==> config.mk <==
export PLATFORM = sky130hd
export DESIGN_NAME = sbst_tap
export DESIGN_NICKNAME = d
export VERILOG_FILES = /design/src/core/sbst_pkg.sv /design/src/core/sbst_tap.sv
export SDC_FILE = /design/constraint.sdc
export NUM_CORES = 1
export LEC_CHECK = 0
export ABC_AREA = 1
export BUFFER_PORTS_ARGS = -buffer_cell sky130_fd_sc_hd__buf_2
export CORE_MARGIN = 8
export CORE_UTILIZATION = 30
export CTS_BUF_LIST = sky130_fd_sc_hd__clkbuf_4
export DETAILED_ROUTE_END_ITERATION = 7
export HOLD_SLACK_MARGIN = 0.1
export PLACE_DENSITY = 0.55
export SYNTH_ARGS = -nofsm -noshare
export SYNTH_HDL_FRONTEND = slang
export SYNTH_SLANG_ARGS = --single-unit
==> constraint.sdc <==
create_clock -name i_clk_sys -period 1.6 [get_ports i_clk_sys]
set_input_delay 0.08 -clock i_clk_sys [delete_from_list [all_inputs] [get_ports i_clk_sys]]
set_output_delay 0.08 -clock i_clk_sys [all_outputs]
set_load 0.01 [all_outputs]
==> src/core/sbst_pkg.sv <==
// package for the sram boundary-scan test access port
package sbst_pkg;

  // ----------------------------------------------------------------
  // controller states, gray codes along the common path
  // ----------------------------------------------------------------
  typedef enum logic [3:0] {
    ST_RESET   = 4'h0,
    ST_IDLE    = 4'h1,
    ST_SEL_DR  = 4'h3,
    ST_CAP_DR  = 4'h2,
    ST_SH_DR   = 4'h6,
    ST_EX1_DR  = 4'h7,
    ST_PAU_DR  = 4'h5,
    ST_EX2_DR  = 4'h4,
    ST_UPD_DR  = 4'hC,
    ST_SEL_IR  = 4'hD,
    ST_CAP_IR  = 4'hF,
    ST_SH_IR   = 4'hE,
    ST_EX1_IR  = 4'hA,
    ST_PAU_IR  = 4'hB,
    ST_EX2_IR  = 4'h9,
    ST_UPD_IR  = 4'h8
  } sbst_state_e;

  // ----------------------------------------------------------------
  // instruction codes
  // ----------------------------------------------------------------
  localparam int IR_W = 3;
  typedef enum logic [IR_W-1:0] {
    OP_EXT_TEST   = 3'h0,
    OP_ID_READ    = 3'h1,
    OP_HIZ_SAMPLE = 3'h2,
    OP_RSVD_ENG3  = 3'h3,
    OP_SAMPLE_PRE = 3'h4,
    OP_RSVD_ENG5  = 3'h5,
    OP_RSVD_ENG6  = 3'h6,
    OP_BYPASS     = 3'h7
  } sbst_op_e;

  localparam logic [1:0] IR_CAPTURE_PAT = 2'h1;
  localparam int         ID_W           = 32;
  localparam int         BSR_LEN        = 109;
  localparam int         RESET_TMS_HIGH = 5;
  localparam int         SYNC_STAGES    = 2;

  // two-signal view of the serial output pin
  typedef struct packed {
    logic data;
    logic oe;
  } sbst_tdo_s;

endpackage : sbst_pkg

==> src/core/sbst_tap.sv <==
// boundary-scan test access port of the sram, sampled on the system clock
`timescale 1ns/10ps
`default_nettype none

module sbst_tap
  import sbst_pkg::*;
#(
  parameter logic [ID_W-1:0] ID_CODE = 32'h0000_0001  // arbitrary value, bit 0 start bit
) (
  input  wire  logic               i_clk_sys,
  input  wire  logic               i_rst_n,
  input  wire  logic               i_tck,
  input  wire  logic               i_tms,
  input  wire  logic               i_tdi,
  input  wire  logic [BSR_LEN-1:0] i_ring_sample,
  output logic                     o_tdo,
  output logic                     o_tdo_oe,
  output logic [BSR_LEN-1:0]       o_ring_drive,
  output logic                     o_ring_drive_en,
  output logic                     o_mem_out_hiz
);

  // ----------------------------------------------------------------
  // pin synchronisers and edge detection
  // ----------------------------------------------------------------
  logic [SYNC_STAGES-1:0] tck_sync;
  logic [SYNC_STAGES-1:0] tms_sync;
  logic [SYNC_STAGES-1:0] tdi_sync;
  logic                   tck_last;

  always_ff @(posedge i_clk_sys) begin
    tck_sync <= {tck_sync[0], i_tck};
    tms_sync <= {tms_sync[0], i_tms};
    tdi_sync <= {tdi_sync[0], i_tdi};
    if (!i_rst_n) begin
      tck_last <= 1'b0;
    end else begin
      tck_last <= tck_sync[1];
    end
  end

  wire tck_s   = tck_sync[1];
  wire tms_s   = tms_sync[1];
  wire tdi_s   = tdi_sync[1];
  wire tck_ris = tck_s & ~tck_last;
  wire tck_fal = ~tck_s & tck_last;

  // ----------------------------------------------------------------
  // controller
  // ----------------------------------------------------------------
  sbst_state_e state;
  sbst_state_e next_state;

  function automatic sbst_state_e tap_next(input sbst_state_e s, input logic m);
    case (s)
      ST_RESET:  tap_next = m ? ST_RESET  : ST_IDLE;
      ST_IDLE:   tap_next = m ? ST_SEL_DR : ST_IDLE;
      ST_SEL_DR: tap_next = m ? ST_SEL_IR : ST_CAP_DR;
      ST_CAP_DR: tap_next = m ? ST_EX1_DR : ST_SH_DR;
      ST_SH_DR:  tap_next = m ? ST_EX1_DR : ST_SH_DR;
      ST_EX1_DR: tap_next = m ? ST_UPD_DR : ST_PAU_DR;
      ST_PAU_DR: tap_next = m ? ST_EX2_DR : ST_PAU_DR;
      ST_EX2_DR: tap_next = m ? ST_UPD_DR : ST_SH_DR;
      ST_UPD_DR: tap_next = m ? ST_SEL_DR : ST_IDLE;
      ST_SEL_IR: tap_next = m ? ST_RESET  : ST_CAP_IR;
      ST_CAP_IR: tap_next = m ? ST_EX1_IR : ST_SH_IR;
      ST_SH_IR:  tap_next = m ? ST_EX1_IR : ST_SH_IR;
      ST_EX1_IR: tap_next = m ? ST_UPD_IR : ST_PAU_IR;
      ST_PAU_IR: tap_next = m ? ST_EX2_IR : ST_PAU_IR;
      ST_EX2_IR: tap_next = m ? ST_UPD_IR : ST_SH_IR;
      ST_UPD_IR: tap_next = m ? ST_SEL_DR : ST_IDLE;
      default:   tap_next = ST_RESET;
    endcase
  endfunction : tap_next

  // the graph alone guarantees reset after five high samples from any state
  assign next_state = tap_next(state, tms_s);

  // system reset stands in for power-up; no test reset pin exists
  always_ff @(posedge i_clk_sys) begin
    if (!i_rst_n) begin
      state <= ST_RESET;
    end else if (tck_ris) begin
      state <= next_state;
    end
  end

  // ----------------------------------------------------------------
  // instruction and data registers
  // ----------------------------------------------------------------
  logic [IR_W-1:0]    ir_shift;
  sbst_op_e           ir_op;
  logic               bypass_bit;
  logic [ID_W-1:0]    id_shift;
  logic [BSR_LEN-1:0] bsr_shift;
  logic [BSR_LEN-1:0] bsr_update;

  wire sel_bsr = (ir_op == OP_EXT_TEST) | (ir_op == OP_HIZ_SAMPLE)
               | (ir_op == OP_SAMPLE_PRE);
  wire sel_id  = (ir_op == OP_ID_READ);
  // reserved codes fall back to bypass so the path is never open
  wire sel_byp = ~sel_bsr & ~sel_id;

  wire in_cap_dr = (state == ST_CAP_DR);
  wire in_sh_dr  = (state == ST_SH_DR);
  wire in_cap_ir = (state == ST_CAP_IR);
  wire in_sh_ir  = (state == ST_SH_IR);
  wire dr_cap    = tck_ris & in_cap_dr;
  wire dr_shift  = tck_ris & in_sh_dr;

  // capture-IR: high bit stays unknown-free zero
  always_ff @(posedge i_clk_sys) begin
    if (!i_rst_n) begin
      ir_shift <= '0;
    end else if (tck_ris && in_cap_ir) begin
      ir_shift <= {1'b0, IR_CAPTURE_PAT};
    end else if (tck_ris && in_sh_ir) begin
      ir_shift <= {tdi_s, ir_shift[IR_W-1:1]};
    end
  end

  // update at the falling edge inside update-IR keeps it off the shift edge
  always_ff @(posedge i_clk_sys) begin
    if (!i_rst_n) begin
      ir_op <= OP_ID_READ;
    end else if (tck_fal && state == ST_RESET) begin
      ir_op <= OP_ID_READ;
    end else if (tck_fal && state == ST_UPD_IR) begin
      ir_op <= sbst_op_e'(ir_shift);
    end
  end

  // captures zero when bypass is selected; otherwise holds last shifted bit
  always_ff @(posedge i_clk_sys) begin
    if (!i_rst_n) begin
      bypass_bit <= 1'b0;
    end else if (dr_cap && sel_byp) begin
      bypass_bit <= 1'b0;
    end else if (dr_shift && sel_byp) begin
      bypass_bit <= tdi_s;
    end
  end

  always_ff @(posedge i_clk_sys) begin
    if (!i_rst_n) begin
      id_shift <= '0;
    end else if (dr_cap && sel_id) begin
      id_shift <= ID_CODE;
    end else if (dr_shift && sel_id) begin
      id_shift <= {tdi_s, id_shift[ID_W-1:1]};
    end
  end

  // ring bits come from the memory's own clock domain; the tester keeps
  // them steady across capture, so no synchroniser is placed on them
  always_ff @(posedge i_clk_sys) begin
    if (!i_rst_n) begin
      bsr_shift <= '0;
    end else if (dr_cap && sel_bsr) begin
      bsr_shift <= i_ring_sample;
    end else if (dr_shift && sel_bsr) begin
      bsr_shift <= {tdi_s, bsr_shift[BSR_LEN-1:1]};
    end
  end

  // update stage changes only under sample/preload or external test
  always_ff @(posedge i_clk_sys) begin
    if (!i_rst_n) begin
      bsr_update <= '0;
    end else if (tck_fal && state == ST_UPD_DR
                 && (ir_op == OP_SAMPLE_PRE || ir_op == OP_EXT_TEST)) begin
      bsr_update <= bsr_shift;
    end
  end

  // ----------------------------------------------------------------
  // serial output and memory-side controls
  // ----------------------------------------------------------------
  wire dr_lsb = sel_bsr ? bsr_shift[0] : (sel_id ? id_shift[0] : bypass_bit);
  wire next_tdo = in_sh_ir ? ir_shift[0] : dr_lsb;
  wire ext_on   = (ir_op == OP_EXT_TEST);
  // top bit is the internal cell that lets external test drive outputs
  wire ext_drive = ext_on & bsr_update[BSR_LEN-1];

  always_ff @(posedge i_clk_sys) begin
    if (!i_rst_n) begin
      o_tdo    <= 1'b0;
      o_tdo_oe <= 1'b0;
    end else if (tck_fal) begin
      o_tdo    <= next_tdo;
      o_tdo_oe <= in_sh_ir | in_sh_dr;
    end
  end

  // memory core path is untouched; only these test-mode controls leave
  always_ff @(posedge i_clk_sys) begin
    if (!i_rst_n) begin
      o_ring_drive    <= '0;
      o_ring_drive_en <= 1'b0;
      o_mem_out_hiz   <= 1'b0;
    end else begin
      o_ring_drive    <= bsr_update;
      o_ring_drive_en <= ext_drive;
      o_mem_out_hiz   <= (ext_on & ~ext_drive) | (ir_op == OP_HIZ_SAMPLE);
    end
  end

endmodule : sbst_tap

`default_nettype wire

==> results of run 1 <==
==> final cells by class <==
type                            count  area [µm²]  share of cell area
Inverter                          359        1380              0.0627
Clock inverter                     25         199             0.00908
Sequential cell                   381        7640               0.349
Multi-Input combinational cell    968        5160               0.236
Antenna cell                        4        10.0            0.000457
Clock buffer                      154        1160              0.0527
Tap cell                          615         769              0.0351
Timing Repair Buffer              586        5610               0.256
==> Yosys cell counts, drive strengths merged <==
master / number
dfxtp: 381
nand3b: 1
a211oi: 111
o21ai: 19
nand3: 10
nand4: 1
nor3: 3
a21oi: 157
a31oi: 1
nand2: 422
clkbuf: 53
inv: 359
buf: 65
nor2: 131
o31ai: 1
or2: 1
o211ai: 110
==> repair_timing <==
item,4_1_cts,5_1_grt
setup endpoints to repair,143,232
gates resized for setup,21,168
hold buffers,224,0
setup buffers,8,20
pin swaps,3,56
hold endpoints to repair,378,0
gates cloned,3,39
==> per-stage QoR <==
stage,power (mW),instances,setup slack (ns)
2_1_floorplan,9.90,1826,0.0525
3_3_place_gp,10.2,2616,-0.101
3_5_place_dp,10.2,2616,-0.112
4_1_cts,19.8,3030,-0.0333
5_1_grt,20.5,3091,-0.163
6_report,19.5,3092,-0.0943
==> how the worst min path moves through the flow <==
stage / start / endpoint / slack, ns / cells past startpoint
2_1_floorplan: i_tck / tck_sync[0] / 0.11 / 0
3_3_place_gp: i_tms / tms_sync[0] / 0.19 / 1
3_5_place_dp: i_tms / tms_sync[0] / 0.19 / 1
4_1_cts: i_rst_n / state[2] / 0.14 / 4
5_1_grt: i_ring_sample[108] / bsr_shift[108] / 0.17 / 6
6_report: i_ring_sample[108] / bsr_shift[108] / 0.25 / 6
==> flip-flops by register name, summed over array words and instances (netlist names), 2 cells and up <==
signal        count
bsr_shift       109
bsr_update      109
id_shift         32
ir_op             3
ir_shift          3
o_ring_drive    109
state             4
tck_sync          2
tdi_sync          2
tms_sync          2
==> worst max-delay path: cells and delay by family, from the launching register on <==
kind | cells | cell delay [ns]
AND/OR/NAND/NOR | 4 | 0.53
buffers and inverters | 4 | 0.50
flip-flops | 1 | 0.38
AO/OA/AOI/OAI | 1 | 0.15
==> placed cells by master, fill, tap and decap left out, drive strengths merged <==
cell,instances
a211oi,111
a21oi,157
a31oi,1
buf,335
bufbuf,1
bufinv,4
clkbuf,180
clkinv,19
dfxtp,381
diode,4
dlygate4sd3,224
inv,361
nand2,422
nand3,10
nand3b,1
nand4,1
nor2,131
nor3,3
o211ai,110
o21ai,19
o31ai,1
or2,1
==> per-layer routing <==
| metal | up-vias | GRT usage |
|---|---|---|
| li1 | 6965 | - |
| met1 | 6487 | 0.181 |
| met2 | 331 | 0.244 |
| met3 | 93 | 0.0368 |
| met4 | 4 | 0.0682 |
| met5 | - | 0 |
==> cell families after synthesis <==
family / count (synthesis) / synth area share
AOI/OAI and AO/OA: 399 / 0.179
buffers and inverters: 477 / 0.134
DFF: 381 / 0.534
and+or+nand+nor: 569 / 0.153
==> report_power, final <==
group          switching (mW)  internal, mW  leakage (nW)  total [mW]
Clock                    4.04          4.99         0.803        9.03
Sequential             0.0132          9.50          3.07        9.51
Combinational           0.404         0.551          6.30       0.954
Total                    4.45          15.0          10.2        19.5
==> impl_summary.log, run 1 <==
INFO  metric status = finished, violations left
INFO  metric violations = negative setup slack
INFO  metric synthesis.area_per_instance = 7.82 µm²
INFO  metric maxCapViolations = 0
INFO  metric crit_type = reg -> reg
INFO  metric syn_inst = 1,826
INFO  metric initial_antenna_violation_count = 5
INFO  metric crit_path_cell_trace = inv_4 -> nor2_4 -> nand2_4 -> nor3_4 -> buf_12 -> buf_16 -> o211ai_1 -> nand2_1 -> inv_1
INFO  metric synth-seq-cells = 381
INFO  metric detailedRoute.firstPassIterationCount = 7
INFO  metric reg2reg_to = bsr_shift[54]
INFO  metric r2r.worst_path.cells = 9
INFO  metric postRouteWirelength = 46.7 mm
INFO  metric final_core_utilization = 0.463
INFO  metric cts-root-buf = clkbuf_4
INFO  metric grt_max_degree = 113
INFO  metric cp-start-kind = flip-flop
INFO  metric synthesis.nets = 1,940
INFO  metric globalRouteTotalUtil = 0.148
INFO  metric die_height = 234 µm
INFO  metric synthToLayoutAreaGrowth = 53.4%
INFO  metric cts_max_path_buffers = 3
INFO  metric worstSetupStartpoint = state[1]
INFO  metric clkTransAtPathRegs = 0.06 ns
INFO  metric detail_route.wl_per_cell = 15.1 µm
INFO  metric worstHoldPathType = in -> reg
INFO  metric initial_utilization = 0.302
INFO  metric finalSetupTns = -2.11 ns
INFO  metric netlist_area = 14,300 µm²
INFO  metric ys_types = 25
INFO  metric critPathMaxStageDelay = 0.38 ns
INFO  metric finalInstanceArea = 21,900 µm²
INFO  metric cts_max_level = 3
INFO  metric numCtsBuffers = 105
INFO  metric routed_length_on_met2 = 22.4 mm
INFO  metric tritoncts = yes
INFO  metric wl_met3 = 2.25 mm
INFO  metric reg2reg_setup_slack = -0.09 ns
INFO  metric grt_first_pass_wirelength = 66.1 mm
INFO  metric clock_skew = 0.0282 ns
INFO  metric met1Wirelength = 20.8 mm
INFO  metric worstSetupEndpoint = bsr_shift[54]
INFO  metric post-route-min-period = 1.69 ns
INFO  metric vias = 13.9k
INFO  metric report.final.slew_viol_count = 0
INFO  metric placed_area = 16,500 µm²
INFO  metric top_level_ports = 227
INFO  metric grt_overflow_total = 0
INFO  metric worst_path_max_delay_cell = dfxtp_4
INFO  metric clock_sink_count = 381
INFO  metric worst-endpoint-required = 2.30 ns
INFO  metric placement_rows = 80
INFO  metric leading_area_contributor_after_synthesis = dfxtp_1
INFO  metric worst_ir_drop_vdd = 390 µV
INFO  metric cp_data_arrival_time = 2.39 ns
INFO  metric final_critical_path_setup_slack = -0.0943 ns
INFO  metric critical_path_peak_fanout = 37
INFO  metric rsz0062_at_grt = true
INFO  metric tightestPinTransition = 0.694 ns
INFO  metric detail_route.iter0.violations = 767
INFO  metric clock.fmax = 590 MHz
INFO  metric fin_crit_sh = 1.06
INFO  metric relSlewSlack = 0.538
INFO  metric worst_hold_slack = 0.247 ns
INFO  metric timing.final.hold_violations = 0
INFO  metric floorplan.die.width = 234 µm
INFO  metric timing.critical_path.to_type = flip-flop
INFO  metric drive_gt1_frac = 0.262
INFO  metric portBuffers = 226
INFO  metric yosys_warnings = 0
INFO  metric route.detailed.drc = 0
INFO  metric pwr_density_cell = 889 nW/µm²
INFO  metric top_layer_reached_by_signal_wires = met5
INFO  metric netlist.area_leader.share = 0.534
INFO  metric gpl.final_weighted_congestion = 0.787
INFO  metric worst_skew_pair.late_latency = 0.82 ns
INFO  metric synth.yosys.seq_area_share = 0.534
INFO  metric final_antenna_net_count = 0
INFO  metric nets = 2,515
INFO  metric synth_area_leaders = dfxtp_1, nand2_1, inv_1, a211oi_1, o211ai_1
INFO  metric nFillCells = 4,508
INFO  metric r2r_start = state[1]
INFO  metric hpwl = 25.5 mm
INFO  metric routed_via_density = 4.49
INFO  metric floorplan.die_area = 54,900 µm²
INFO  metric core_region_area = 47,300 µm²
INFO  metric vias_in_the_first_global_route = 13.6k
INFO  metric static-leakage-power = 10.2 nW
INFO  metric final-setup-viol-count = 94
No activity file was read; power rests on OpenSTA's default activity.
==> run 2: changes to the inputs <==
Settings changed: CORE_ASPECT_RATIO from default to 1.4, SKIP_LAST_GASP from default to 1.
==> run 2 against run 1 <==
The run still ends with negative setup slack left. Die area grew 0.18%. Routed wire length shrank 1.8%. First-iteration DRC count shrank 29%. Via count shrank 0.63%. Worst hold slack lost 0.028 ns. Sequential share of layout area grew 0.47 points. Critical path depth is the same. Global-route usage grew 0.78 points. Final cell count is essentially flat. Critical endpoint is now bsr_update[60].
==> impl_summary.log, run 2 (same netlist as run 1, synthesis figures left out) <==
INFO  metric status = finished, violations left
INFO  metric violations = negative setup slack
INFO  metric final_critical_path_setup_slack = -0.139 ns
INFO  metric clkTransAtPathRegs = 0.07 ns
INFO  metric floorplan.die.width = 200 µm
INFO  metric worst_ir_drop_vdd = 784 µV
INFO  metric dp_worst_setup_slack = -0.212 ns
INFO  metric layout_commonest_cell = nand2_1
INFO  metric numCtsBuffers = 95
INFO  metric initial_antenna_violation_count = 2
INFO  metric core_region_area = 47,000 µm²
INFO  metric worst_hold_slack = 0.219 ns
INFO  metric cts-root-buf = clkbuf_4
INFO  metric final_antenna_net_count = 0
INFO  metric detail_route.wl_per_cell = 14.8 µm
INFO  metric post-route-min-period = 1.74 ns
INFO  metric r2r_start = state[0]
INFO  metric relSlewSlack = 0.621
INFO  metric detail_route.iter0.violations = 543
INFO  metric tritoncts = yes
INFO  metric initial_utilization = 0.304
INFO  metric synthToLayoutAreaGrowth = 51.5%
INFO  metric biggestRegsByFlops = bsr_shift x109, bsr_update x109, o_ring_drive x109
INFO  metric cp_data_arrival_time = 2.46 ns
INFO  metric cts_max_level = 3
INFO  metric vias = 13.8k
INFO  metric maxCapViolations = 0
INFO  metric nets = 2,512
INFO  metric drive_gt1_frac = 0.255
INFO  metric worst-endpoint-required = 2.32 ns
INFO  metric critical_path_peak_fanout = 9
INFO  metric postRouteWirelength = 45.8 mm
INFO  metric cp-start-kind = flip-flop
INFO  metric tightestPinTransition = 0.569 ns
INFO  metric grt_first_pass_wirelength = 70.2 mm
INFO  metric vias_in_the_first_global_route = 13.9k
INFO  metric placedCellCount = 2,647
INFO  metric crit_type = reg -> reg
INFO  metric worstHoldPathType = in -> reg
INFO  metric routed_via_density = 4.46
INFO  metric min_delay_path_depth = 6
INFO  metric rsz0062_at_grt = true
INFO  metric globalRouteTotalUtil = 0.156
INFO  metric die_height = 274 µm
INFO  metric grt_overflow_total = 0
INFO  metric clock_skew = 0.0638 ns
INFO  metric nFillCells = 4,546
INFO  metric final_cell_mix = nand2_1, dfxtp_1, inv_1
INFO  metric r2r.worst_path.cells = 9
INFO  metric portBuffers = 226
INFO  metric worst_skew_pair.late_latency = 0.84 ns
INFO  metric fin_crit_sh = 1.09
INFO  metric grt_max_degree = 113
INFO  metric cts_max_path_buffers = 3
INFO  metric static-leakage-power = 10.1 nW
INFO  metric final_non_filler_cells = 3,091
INFO  metric worstSetupStartpoint = state[0]
INFO  metric clock_sink_count = 381
INFO  metric clock.fmax = 575 MHz
INFO  metric timing.critical_path.to_type = flip-flop
INFO  metric route.detailed.drc = 0
INFO  metric placement_rows = 94
INFO  metric hpwl = 26.5 mm
INFO  metric hp-start = i_ring_sample[27]
INFO  metric detailedRoute.firstPassIterationCount = 7
INFO  metric report.final.slew_viol_count = 0
INFO  metric timing.final.hold_violations = 0
INFO  metric floorplan.die_area = 55,000 µm²
INFO  metric final-setup-viol-count = 205
INFO  metric top_level_ports = 227
INFO  metric gpl.final_weighted_congestion = 0.841
INFO  metric pwr_density_cell = 859 nW/µm²
[run 2: cell count changes in the layout (fill, tap and decap cells not counted), moves of 9 or more]
cell | previous run | this run
clkbuf_4 | 154 | 127
nand2_1 | 398 | 417
nand2_2 | 22 | 4
buf_4 | 44 | 57
clkbuf_16 | 26 | 14
nor2_1 | 122 | 113
[run 2: worst paths after layout]
check                                       to  slack, ns
worst max-delay path            bsr_update[60]      -0.14
worst min-delay path             bsr_shift[27]       0.22
worst max register to register  bsr_update[60]      -0.14
worst min register to register     tms_sync[1]       0.32
[run 2: per-layer routing]
layer,track usage,vias to the layer above,share of wire
met5,0,-,0
met4,0.0949,0,0.045
met3,0.0330,121,0.043
met2,0.283,340,0.52
met1,0.164,6381,0.39
li1,-,6951,-
[run 2: final cells by class]
| type | instances | area (µm²) | share of cell area |
|---|---|---|---|
| Tap cell | 624 | 781 | 0.0361 |
| Inverter | 359 | 1370 | 0.0632 |
| Sequential cell | 381 | 7650 | 0.353 |
| Clock buffer | 127 | 953 | 0.0440 |
| Multi-Input combinational cell | 968 | 5180 | 0.239 |
| Clock inverter | 37 | 236 | 0.0109 |
| Timing Repair Buffer | 593 | 5480 | 0.253 |
| Antenna cell | 2 | 5.00 | 0.000231 |
[run 2: where the power goes]
group / switching, mW / internal (mW) / leakage, nW / total [mW]
registers: 0.0117 / 9.49 / 3.07 / 9.50
logic: 0.390 / 0.533 / 6.32 / 0.923
clock network: 3.98 / 4.18 / 0.696 / 8.16
[run 2: worst max-delay path, stage by stage, from the launching register on]
cell and delay [ns]:
dfxtp_4 0.36, buf_6 0.12, nor2_4 0.10, nand4_1 0.15
nor2_4 0.16, buf_12 0.16, buf_8 0.16, buf_4 0.15
nor2_1 0.04, a211oi_1 0.22
[run 2: stage by stage]
| stage | power (mW) | util | setup TNS [ns] | cell area, µm² |
|---|---|---|---|---|
| final | 18.6 | 0.460 | -12.17 | 21600 |
| after global routing | 19.5 | 0.460 | -39.56 | 21600 |
| after CTS | 18.9 | 0.444 | -15.76 | 20900 |
| after detailed placement | 10.2 | 0.355 | -16.82 | 16700 |
| after global placement | 10.2 | 0.355 | -14.23 | 16700 |
| after floorplan | 9.90 | - | 0 | 14300 |
[run 2: timing repair]
item / 4_1_cts / 5_1_grt
gates resized for setup: 72 / 119
hold endpoints to repair: 378 / 0
setup buffers: 25 / 10
endpoints found under the setup margin: 223 / 241
gates cloned: 11 / 16
pin swaps: 9 / 42
hold buffers: 222 / 0
